**src/hdl/flash_cfg_consts.vh**
```
// constants for the flash function and read-parameter register logic
// assumes one 50 MHz system clock that samples every serial pin
//
// Contract
// - function bit 0 shows dedicated reset pin disabled; writable only while 0
// - reset-disable bit resets per package variant, other function bits reset to 0
// - reset-disable set on dedicated-pin part moves reset onto the shared pin
// - function bit 1 selects top (0) or bottom (1) protect area
// - one-time bits once 1 stay 1; writing 0 has no effect
// - bit 2 set by suspend during program, cleared on program resume
// - bit 3 set by suspend during erase, cleared on erase resume
// - bits 4..7 lock information rows 0..3 against programming
// - power-up loads volatile read parameters from the non-volatile copy
// - read bit 7 picks hold (0) or reset (1) for shared pin
// - quad enable or four-wire mode makes the shared pin data line 3
// - dedicated-pin part ignores bit 7: hold on shared pin while bit 0 is 0, reset once bit 0 is 1
// - read bits 6..3 give dummy cycles 1 to 15
// - dummy field 0 means command default: 8 in SPI, 6 in FOUR_WIRE_COMMAND_MODE
// - read bit 2 enables burst wrap at the length in bits 1..0
// - wrap disabled means wrap only at end of whole array
// - length code 00/01/10/11 gives 8/16/32/64 bytes
// - opcode 65h writes non-volatile copy; C0h or 63h write volatile copy
// - read parameter bits all reset to 0
`ifndef FLASH_CFG_CONSTS_VH
`define FLASH_CFG_CONSTS_VH

// serial opcodes
`define OP_SET_READ_NV      8'h65
`define OP_SET_READ_V0      8'hc0
`define OP_SET_READ_V1      8'h63
`define OP_GET_READ_PARAMS  8'h61
`define OP_SET_FUNCTION     8'h42
`define OP_GET_FUNCTION     8'h48

// function register fields
`define FN_RESET_DIS_BIT    0
`define FN_BOTTOM_BIT       1
`define FN_PROGRAM_SUSPENDED_FLAG_BIT         2
`define FN_ERASE_SUSPENDED_FLAG_BIT         3
`define FN_ROWLOCK_LSB      4
`define FN_OTP_MASK         8'hf3
`define FN_RESET_VALUE      8'h00

// read parameter register fields
`define RP_PIN_SEL_BIT      7
`define RP_DUMMY_MSB        6
`define RP_DUMMY_LSB        3
`define RP_WRAP_EN_BIT      2
`define RP_LEN_MSB          1
`define RP_LEN_LSB          0
`define RP_RESET_VALUE      8'h00

// default dummy counts when the field is zero
`define DUMMY_DEF_SPI       4'h8
`define DUMMY_DEF_QPI       4'h6

// wrap burst lengths in bytes
`define WRAP_LEN_8          7'h08
`define WRAP_LEN_16         7'h10
`define WRAP_LEN_32         7'h20
`define WRAP_LEN_64         7'h40

// shared pin functions
`define PIN_FN_HOLD         2'h0
`define PIN_FN_RESET        2'h1
`define PIN_FN_DATA3        2'h2

`endif

```
**src/hdl/flash_config_registers.v**
```verilog
// function register and read-parameter register pair of a serial flash
// assumes serial pins asynchronous to clock; program/erase engine on clock
`timescale 1ns/10ps
`include "flash_cfg_consts.vh"
module flash_config_registers #(
    parameter       HAS_DEDICATED_RESET = 1,
    parameter [0:0] RESET_DIS_DEFAULT   = 1'b0
) (
    // clock and reset
    input  wire       clock,
    input  wire       rst_n,
    // serial link pins
    input  wire       sck,
    input  wire       csN,
    input  wire       si,
    output reg        so,
    output reg        soOe,
    // reset and shared pins
    input  wire       dedicatedResetPinN,
    input  wire       sharedPinN,
    // mode levels from the status logic
    input  wire       quadEnable,
    input  wire       fourWireCmdMode,
    // suspend and resume events from the program/erase engine
    input  wire       programActive,
    input  wire       eraseActive,
    input  wire       suspendAccepted,
    input  wire       programResumed,
    input  wire       eraseResumed,
    // information row program request
    input  wire       rowProgReq,
    input  wire [1:0] rowSel,
    output reg        rowProgGrant,
    output reg        rowProgReject,
    // resolved configuration
    output reg  [1:0] sharedPinFunction,
    output reg        holdActive,
    output reg        deviceResetReq,
    output reg        protectAreaBottom,
    output reg  [3:0] readDummyCycles,
    output reg        wrapEnable,
    output reg        wrapWholeArray,
    output reg  [6:0] wrapBytes,
    output reg  [7:0] functionValue,
    output reg  [7:0] readParamsVolatile
);
    localparam [1:0] ST_IDLE  = 2'h0;
    localparam [1:0] ST_WDATA = 2'h1;
    localparam [1:0] ST_READ  = 2'h2;
    localparam [1:0] ST_DONE  = 2'h3;

    localparam HAS_DED = (HAS_DEDICATED_RESET != 0);
    // reset word of the function register; bit 0 depends on the package variant
    localparam [7:0] FN_RESET_WORD = (`FN_RESET_VALUE & 8'hfe) | {7'h00, RESET_DIS_DEFAULT};

    // synchronisers: stage 1 read only by stage 2
    reg [4:0] pinMeta_r;
    reg [4:0] pinSync_r;
    reg       sckPrev_r;

    reg [1:0] state_r;
    reg [1:0] state_nxt;
    reg [7:0] opcode_r;
    reg [7:0] opcode_nxt;
    reg       loadByte_nxt;
    reg [7:0] txByte_nxt;

    reg [7:0] fnReg_r;
    reg [7:0] rpNv_r;
    reg [7:0] rpVol_r;
    reg       powerLoad_r;

    // next values of the register bank
    reg [7:0] fnReg_nxt;
    reg [7:0] rpNv_nxt;
    reg [7:0] rpVol_nxt;

    // next values of the registered outputs
    reg [1:0] pinFn_nxt;
    reg       rowLocked;
    reg       rowProgGrant_nxt;
    reg       rowProgReject_nxt;
    reg       holdActive_nxt;
    reg       deviceResetReq_nxt;
    reg [3:0] readDummyCycles_nxt;
    reg [6:0] wrapBytes_nxt;
    reg       soOe_nxt;

    wire       sckS  = pinSync_r[0];
    wire       csS_n = pinSync_r[1];
    wire       siS   = pinSync_r[2];
    wire       dedRstS_n = pinSync_r[3];
    wire       shrS_n    = pinSync_r[4];
    wire       sckRise = sckS & ~sckPrev_r;
    wire       sckFall = ~sckS & sckPrev_r;
    wire       csActive = ~csS_n;
    wire [7:0] rxByte;
    wire       rxValid;
    wire       soBit;

    wire       resetDisabled = fnReg_r[`FN_RESET_DIS_BIT];
    wire       wrFunction = (state_r == ST_WDATA) && rxValid && (opcode_r == `OP_SET_FUNCTION);
    wire       wrNv = (state_r == ST_WDATA) && rxValid && (opcode_r == `OP_SET_READ_NV);
    wire       wrVol = (state_r == ST_WDATA) && rxValid &&
                       (opcode_r == `OP_SET_READ_V0 || opcode_r == `OP_SET_READ_V1);

    // dummy field decode shared by both modes
    function [3:0] dummyCount;
        input [7:0] rp;
        input       four_wire_command_mode;
        begin
            if (rp[`RP_DUMMY_MSB:`RP_DUMMY_LSB] == 4'h0)
                dummyCount = four_wire_command_mode ? `DUMMY_DEF_QPI : `DUMMY_DEF_SPI;
            else
                dummyCount = rp[`RP_DUMMY_MSB:`RP_DUMMY_LSB];
        end
    endfunction

    function [6:0] wrapLength;
        input [1:0] code;
        begin
            case (code)
                2'h0:    wrapLength = `WRAP_LEN_8;
                2'h1:    wrapLength = `WRAP_LEN_16;
                2'h2:    wrapLength = `WRAP_LEN_32;
                default: wrapLength = `WRAP_LEN_64;
            endcase
        end
    endfunction

    function [1:0] pinFunction;
        input       qe;
        input       four_wire_command_mode;
        input       resetDis;
        input       pinSel;
        begin
            if (qe || four_wire_command_mode)
                pinFunction = `PIN_FN_DATA3;
            else if (HAS_DED && !resetDis)
                pinFunction = `PIN_FN_HOLD;
            else if (HAS_DED)
                pinFunction = `PIN_FN_RESET;
            else
                pinFunction = pinSel ? `PIN_FN_RESET : `PIN_FN_HOLD;
        end
    endfunction

    always @(posedge clock) begin
        if (!rst_n) begin
            pinMeta_r <= 5'h1a;
            pinSync_r <= 5'h1a;
            sckPrev_r <= 1'b0;
        end else begin
            pinMeta_r <= {sharedPinN, dedicatedResetPinN, si, csN, sck};
            pinSync_r <= pinMeta_r;
            sckPrev_r <= sckS;
        end
    end

    serial_byte_shifter shifter (
        .clock    (clock),
        .rst_n    (rst_n),
        .sckRise  (sckRise),
        .sckFall  (sckFall),
        .csActive (csActive),
        .siBit    (siS),
        .loadByte (loadByte_nxt),
        .txByte   (txByte_nxt),
        .rxByte   (rxByte),
        .rxValid  (rxValid),
        .soBit    (soBit)
    );

    // command sequencer: opcode byte, then one data byte in, or data bytes out for as long as the host clocks
    always @* begin
        state_nxt    = state_r;
        opcode_nxt   = opcode_r;
        loadByte_nxt = 1'b0;
        txByte_nxt   = 8'h00;
        case (state_r)
            ST_IDLE: begin
                if (rxValid) begin
                    opcode_nxt = rxByte;
                    case (rxByte)
                        `OP_SET_READ_NV, `OP_SET_READ_V0, `OP_SET_READ_V1,
                        `OP_SET_FUNCTION: begin
                            state_nxt = ST_WDATA;
                        end
                        `OP_GET_READ_PARAMS: begin
                            state_nxt    = ST_READ;
                            loadByte_nxt = 1'b1;
                            txByte_nxt   = rpVol_r;
                        end
                        `OP_GET_FUNCTION: begin
                            state_nxt    = ST_READ;
                            loadByte_nxt = 1'b1;
                            txByte_nxt   = fnReg_r;
                        end
                        default: begin
                            state_nxt = ST_DONE;
                        end
                    endcase
                end
            end
            ST_WDATA: begin
                if (rxValid)
                    state_nxt = ST_DONE;
            end
            ST_READ: begin
                // reads repeat the same register for as long as the host clocks
                if (rxValid) begin
                    loadByte_nxt = 1'b1;
                    txByte_nxt   = (opcode_r == `OP_GET_FUNCTION) ? fnReg_r : rpVol_r;
                end
            end
            ST_DONE: begin
                state_nxt = ST_DONE;
            end
            default: begin
                state_nxt = ST_IDLE;
            end
        endcase
        if (!csActive)
            state_nxt = ST_IDLE;
    end

    always @(posedge clock) begin
        if (!rst_n) begin
            state_r  <= ST_IDLE;
            opcode_r <= 8'h00;
        end else begin
            state_r  <= state_nxt;
            opcode_r <= opcode_nxt;
        end
    end

    // function register: host data reaches only the one-time bits and can only set them
    always @* begin
        fnReg_nxt = fnReg_r;
        if (wrFunction) begin
            fnReg_nxt[7:4] = fnReg_r[7:4] | rxByte[7:4];
            fnReg_nxt[1]   = fnReg_r[1] | rxByte[1];
            fnReg_nxt[0]   = fnReg_r[0] | rxByte[0];
            // suspend flags stay out of the write, they follow the engine only
            fnReg_nxt[3:2] = fnReg_r[3:2];
        end
        // a suspend meeting a resume in the same cycle wins
        if (suspendAccepted && programActive)
            fnReg_nxt[`FN_PROGRAM_SUSPENDED_FLAG_BIT] = 1'b1;
        else if (programResumed)
            fnReg_nxt[`FN_PROGRAM_SUSPENDED_FLAG_BIT] = 1'b0;
        if (suspendAccepted && eraseActive)
            fnReg_nxt[`FN_ERASE_SUSPENDED_FLAG_BIT] = 1'b1;
        else if (eraseResumed)
            fnReg_nxt[`FN_ERASE_SUSPENDED_FLAG_BIT] = 1'b0;
    end

    always @(posedge clock) begin
        if (!rst_n)
            fnReg_r <= FN_RESET_WORD;
        else
            fnReg_r <= fnReg_nxt;
    end

    // read parameter pair; reset stands for power-up, so the copy follows release
    always @* begin
        rpNv_nxt  = rpNv_r;
        rpVol_nxt = rpVol_r;
        // a non-volatile write leaves the working copy alone until power-up
        if (wrNv)
            rpNv_nxt = rxByte;
        // the power-up load takes precedence over a volatile write
        if (powerLoad_r)
            rpVol_nxt = rpNv_r;
        else if (wrVol)
            rpVol_nxt = rxByte;
    end

    always @(posedge clock) begin
        if (!rst_n) begin
            rpNv_r      <= `RP_RESET_VALUE;
            rpVol_r     <= `RP_RESET_VALUE;
            powerLoad_r <= 1'b1;
        end else begin
            powerLoad_r <= 1'b0;
            rpNv_r      <= rpNv_nxt;
            rpVol_r     <= rpVol_nxt;
        end
    end

    // next values; one pin decode feeds three outputs
    always @* begin
        pinFn_nxt           = pinFunction(quadEnable, fourWireCmdMode, resetDisabled,
                                          rpVol_r[`RP_PIN_SEL_BIT]);
        // judged on the live register so a new lock holds with no extra cycle
        rowLocked           = fnReg_r[`FN_ROWLOCK_LSB + rowSel];
        rowProgGrant_nxt    = rowProgReq && !rowLocked;
        rowProgReject_nxt   = rowProgReq && rowLocked;
        holdActive_nxt      = (pinFn_nxt == `PIN_FN_HOLD) && !shrS_n;
        // dedicated pin is ignored once disabled
        deviceResetReq_nxt  = (HAS_DED && !resetDisabled && !dedRstS_n) ||
                              ((pinFn_nxt == `PIN_FN_RESET) && !shrS_n);
        // a zero dummy field falls back to the command default
        readDummyCycles_nxt = dummyCount(rpVol_r, fourWireCmdMode);
        wrapBytes_nxt       = wrapLength(rpVol_r[`RP_LEN_MSB:`RP_LEN_LSB]);
        // so is driven only once a read opcode has been taken
        soOe_nxt            = csActive && (state_r == ST_READ);
    end

    // resolved outputs, all registered
    always @(posedge clock) begin
        if (!rst_n) begin
            so                 <= 1'b0;
            soOe               <= 1'b0;
            rowProgGrant       <= 1'b0;
            rowProgReject      <= 1'b0;
            sharedPinFunction  <= `PIN_FN_HOLD;
            holdActive         <= 1'b0;
            deviceResetReq     <= 1'b0;
            protectAreaBottom  <= 1'b0;
            readDummyCycles    <= `DUMMY_DEF_SPI;
            wrapEnable         <= 1'b0;
            wrapWholeArray     <= 1'b1;
            wrapBytes          <= `WRAP_LEN_8;
            functionValue      <= FN_RESET_WORD;
            readParamsVolatile <= `RP_RESET_VALUE;
        end else begin
            so                 <= soBit;
            soOe               <= soOe_nxt;
            rowProgGrant       <= rowProgGrant_nxt;
            rowProgReject      <= rowProgReject_nxt;
            sharedPinFunction  <= pinFn_nxt;
            holdActive         <= holdActive_nxt;
            deviceResetReq     <= deviceResetReq_nxt;
            protectAreaBottom  <= fnReg_r[`FN_BOTTOM_BIT];
            readDummyCycles    <= readDummyCycles_nxt;
            wrapEnable         <= rpVol_r[`RP_WRAP_EN_BIT];
            wrapWholeArray     <= !rpVol_r[`RP_WRAP_EN_BIT];
            wrapBytes          <= wrapBytes_nxt;
            functionValue      <= fnReg_r;
            readParamsVolatile <= rpVol_r;
        end
    end
endmodule

```
**src/hdl/serial_byte_shifter.v**
```verilog
// byte shifter for a mode-0 serial link: samples on rising edges, shifts out on falling
// assumes edge strobes already derived from a synchronised serial clock
`timescale 1ns/10ps
module serial_byte_shifter (
    // clock and reset
    input  wire       clock,
    input  wire       rst_n,
    // link strobes
    input  wire       sckRise,
    input  wire       sckFall,
    input  wire       csActive,
    input  wire       siBit,
    // reply load
    input  wire       loadByte,
    input  wire [7:0] txByte,
    // results
    output reg  [7:0] rxByte,
    output reg        rxValid,
    output wire       soBit
);
    reg [2:0] bitCount_r;
    reg [6:0] rxShift_r;
    reg [7:0] txShift_r;

    assign soBit = txShift_r[7];

    always @(posedge clock) begin
        if (!rst_n || !csActive) begin
            bitCount_r <= 3'h0;
            rxShift_r  <= 7'h00;
            rxByte     <= 8'h00;
            rxValid    <= 1'b0;
        end else begin
            rxValid <= 1'b0;
            if (sckRise) begin
                bitCount_r <= bitCount_r + 3'h1;
                rxShift_r  <= {rxShift_r[5:0], siBit};
                if (bitCount_r == 3'h7) begin
                    rxByte  <= {rxShift_r, siBit};
                    rxValid <= 1'b1;
                end
            end
        end
    end

    // the fall right after a byte boundary is skipped so the reply's msb is not lost
    always @(posedge clock) begin
        if (!rst_n || !csActive)
            txShift_r <= 8'h00;
        else if (loadByte)
            txShift_r <= txByte;
        else if (sckFall && bitCount_r != 3'h0)
            txShift_r <= {txShift_r[6:0], 1'b0};
    end
endmodule

```
**config.mk**
```make
export PLATFORM = sky130hd
export DESIGN_NAME = flash_config_registers
export DESIGN_NICKNAME = d
export VERILOG_FILES = /design/src/hdl/flash_config_registers.v /design/src/hdl/serial_byte_shifter.v
export VERILOG_INCLUDE_DIRS = /design/src /design/src/hdl
export SDC_FILE = /design/constraint.sdc
export NUM_CORES = 1
export LEC_CHECK = 0
export BUFFER_PORTS_ARGS = -buffer_cell sky130_fd_sc_hd__clkbuf_2
export CAP_MARGIN = 25
export CORE_ASPECT_RATIO = 1.75
export CORE_MARGIN = 2
export CORE_UTILIZATION = 57
export DETAILED_ROUTE_END_ITERATION = 10
export PLACE_DENSITY = 0.79
export SYNTH_ARGS = -nofsm -noshare
export SYNTH_HDL_FRONTEND = slang
export SYNTH_SLANG_ARGS = --single-unit
```
**constraint.sdc**
```tcl
create_clock -name clock -period 1.87 [get_ports clock]
set_clock_uncertainty 0.05 [all_clocks]
set_input_delay 0.187 -clock clock [delete_from_list [all_inputs] [get_ports clock]]
set_output_delay 0.187 -clock clock [all_outputs]
set_load 0.005 [all_outputs]
```
==> impl_metrics.json <==
{
  "status": "completed",
  "clk_latency_ns": 0.34,
  "die_y_um": 116.1,
  "top_layer": "met4",
  "ys_seq_area_share_pct": 51.83,
  "max_freq_mhz": 553.5,
  "synthDistinctLibCells": 56,
  "place.gp.congestion": 0.9469,
  "cts_sinks": 106,
  "dp_cells": 545,
  "setup.worst_path.class": "register to register",
  "cpMaxStageDelayCell": "or4_1",
  "synth_warnings": 0,
  "wl_met2_mm": 4.689,
  "cp-startpoint": "opcode_r[0]$_SDFFE_PN0P_",
  "reg2regPathDepth": 4,
  "syn_area_um2": 4094,
  "finalMaxSlewViolations": 0,
  "synth-simple-area-share_pct": 21.64,
  "maxCapViolCount": 0,
  "final_layout_size_suffix_gt1_share_pct": 20.75,
  "start_util_pct": 59.28,
  "ctsLongestPathBuffers": 2,
  "synth-seq-cells": 106,
  "peakVddDrop_mv": 0.6726,
  "post_cts.repair.setup_buffers": 0,
  "synth.area.top_cells": "dfxtp_1 52%, mux2i_1 8.1%, nor2_1 4.1%",
  "synth.largest_area_cell": "dfxtp_1",
  "synth-xor-area-share_pct": 0.4279,
  "synth_edf_count": 0,
  "grt_overflow_total": 0,
  "synthMuxAreaShare_pct": 11.28,
  "area_delta_synth_final_pct": 18.86,
  "cts_tree": "done",
  "cts_max_level": 3,
  "path_cells": "or4_1, nor3_1, o21ai_1, o221ai_1",
  "boundaryPins": 55,
  "cts-buffers-inserted": 9,
  "powerDensity_nw_per_um2": 927.0,
  "synth_fa_ha_area_share_pct": 0.9169,
  "die_x_um": 68.07,
  "finalHoldViolations": 0,
  "instances_no_fill": 566,
  "min_period_ns": 1.807,
  "drt_iter0_markers": 133,
  "critPathMaxFanout": 5,
  "rsz0062_at_grt": "false",
  "routed_wl_mm": 8.488,
  "ant_nets": 0,
  "num_vias": 3105,
  "cp.arrival_ns": 2.01,
  "crit_required_ns": 2.07,
  "antenna_found_initial": 0,
  "synth_ff_type": "dfxtp_1",
  "clockRootBuffer": "clkbuf_16",
  "grt_pass1_wl_mm": 13.81,
  "hold-worst-slack_ns": 0.01176,
  "clkTransAtPathRegs_ns": 0.07,
  "syn_inst": 419,
  "die_area_um2": 7903,
  "port_buffers": 51,
  "antenna_cells": 0,
  "grt_max_degree": 36,
  "async_flop_share_pct": 0,
  "final_nets": 498,
  "track_usage_pct": 23.69,
  "hold_depth": 3,
  "wl_met1_mm": 3.171,
  "setup_viol_count_final": 0,
  "grt_pass1_vias": 2926,
  "avgRoutedWirePerCell_um": 15.00,
  "synth_top_area_share_pct": 51.83,
  "synth_top_family_by_area": "simple AND/OR/NAND/NOR gates",
  "synth_compound_area_share_pct": 8.985,
  "core_um2": 6907,
  "drcViolationCount": 0,
  "timing.rr.start": "opcode_r[0]$_SDFFE_PN0P_",
  "hpwl_mm": 6.202,
  "leakage_nw": 2.134,
  "max_stage_delay_ns": 0.57,
  "finalSetupTns_ns": 0,
  "min_path_type": "input port to register",
  "period_share_pct": 96.61,
  "via_per_inst": 5.486,
  "syn_area_per_cell_um2": 9.771,
  "min_from": "programActive",
  "rows": 40,
  "worst_setup_path_start_kind": "register",
  "dr_wl_met3_um": 263,
  "end_kind": "register",
  "dr.pass1.iters": 4
}
-- layout by cell type, fill, tap and decap left out, types with 3 or more instances in the layout --
cell,instances
a21o_1,6
a21oi_1,24
a22o_1,3
and2_1,16
buf_4,17
bufinv_16,3
clkbuf_16,9
clkbuf_2,51
conb_1,3
dfxtp_1,106
dlygate4sd3_1,6
ha_1,3
inv_1,12
mux2_2,3
mux2_4,5
mux2i_1,33
nand2_1,43
nand2b_1,13
nand3_1,11
nor2_1,45
nor3_1,5
nor4b_1,3
o211ai_1,6
o221ai_1,7
-- critical path: cells and delay by family (launching register included) --
family / cells / cell delay, ns
DFF: 1 / 0.36
and+or+nand+nor: 2 / 0.86
AOI/OAI and AO/OA: 2 / 0.45
-- per-stage QoR --
stage	util [%]	instance area [um2]	total power, W	worst slack, ns
floorplan	-	4101	0.002410	0.3033
global placement	64.58	4461	0.002457	0.1991
detailed placement	64.58	4461	0.002461	0.1298
CTS	70.22	4850	0.004541	0.08066
global route	70.45	4866	0.004649	0.0009763
finish	70.45	4866	0.004511	0.06335
-- cell type report --
cell class	instances	area, um2
Sequential cell	106	2122
Fill cell	532	2041
Multi-Input combinational cell	273	1788
Timing Repair Buffer	75	462.9
Clock buffer	9	225.2
Clock inverter	6	113.9
Tap cell	84	105.1
Inverter	13	48.80
-- cells by family (layout without fill, tap and decap cells) --
logic type / after synthesis / count (layout)
other: 1 / 3
AOI/OAI and AO/OA: 55 / 55
adders and majority gates: 3 / 3
and+or+nand+nor: 168 / 168
xor gates and xnor gates: 2 / 2
muxes: 42 / 42
DFF: 106 / 106
buffers and inverters: 42 / 103
-- where the power goes --
| group | leakage [nW] | switching [W] | internal, W |
|---|---|---|---|
| logic | 1.12 | 0.0000696 | 0.0000604 |
| clock network | 0.158 | 0.000788 | 0.00130 |
| registers | 0.858 | 0.00000971 | 0.00228 |
| total | 2.13 | 0.000867 | 0.00364 |
-- synth_stat cells (2+ instances only) --
master,instances
nor3_1,5
mux2_2,3
and2_1,16
a21o_1,6
and2b_1,2
nand4_1,2
and3_1,2
nand2_1,43
and3b_1,2
nand3_1,11
buf_1,4
buf_4,5
a22o_1,3
nand3b_1,2
nor3b_1,2
inv_1,12
o221ai_1,7
a21oi_1,24
clkbuf_1,13
or3b_1,2
nand2b_1,13
o211ai_1,6
buf_2,5
mux2_4,5
o31a_1,2
nor4_1,2
nor4_2,2
buf_6,2
nor2b_1,2
dfxtp_1,106
nand4b_1,2
ha_1,3
mux2i_1,33
nor2_1,45
nor4b_1,4
-- timing repair --
| action | 4_1_cts | 5_1_grt |
|---|---|---|
| endpoints found under the hold margin | 5 | 1 |
| hold buffers | 5 | 1 |
| setup endpoints to repair | 0 | 5 |
| gates resized for setup | 0 | 1 |
-- sequential cells by signal, summed over array words and instances, names as in the netlist, 4 cells and up --
signal	flops
pinMeta_r	5
shifter.rxShift_r	7
pinSync_r	5
shifter.txShift_r	8
dummyCount.rp	8
wrapBytes	4
fnReg_r	8
opcode_r	8
readParamsVolatile	8
functionValue	8
shifter.rxByte	8
rpNv_r	8
readDummyCycles	4
-- path summary, 6_finish.rpt --
kind,end,slack [ns]
max reg2reg,shifter.txShift_r[5]$_SDFFE_PP0P_,0.06
max,shifter.txShift_r[5]$_SDFFE_PP0P_,0.06
min,fnReg_r[2]$_SDFFE_PN0P_,0.01
min reg2reg,pinSync_r[1]$_SDFF_PN1_,0.37
-- layer usage --
layer / GRT usage (%) / vias up
met4: 13.20 / 0
met3: 5.299 / 25
met5: 0 / -
li1: - / 1545
met1: 24.41 / 1455
met2: 42.59 / 80
Note: power is estimated with default switching activity, not from simulation.
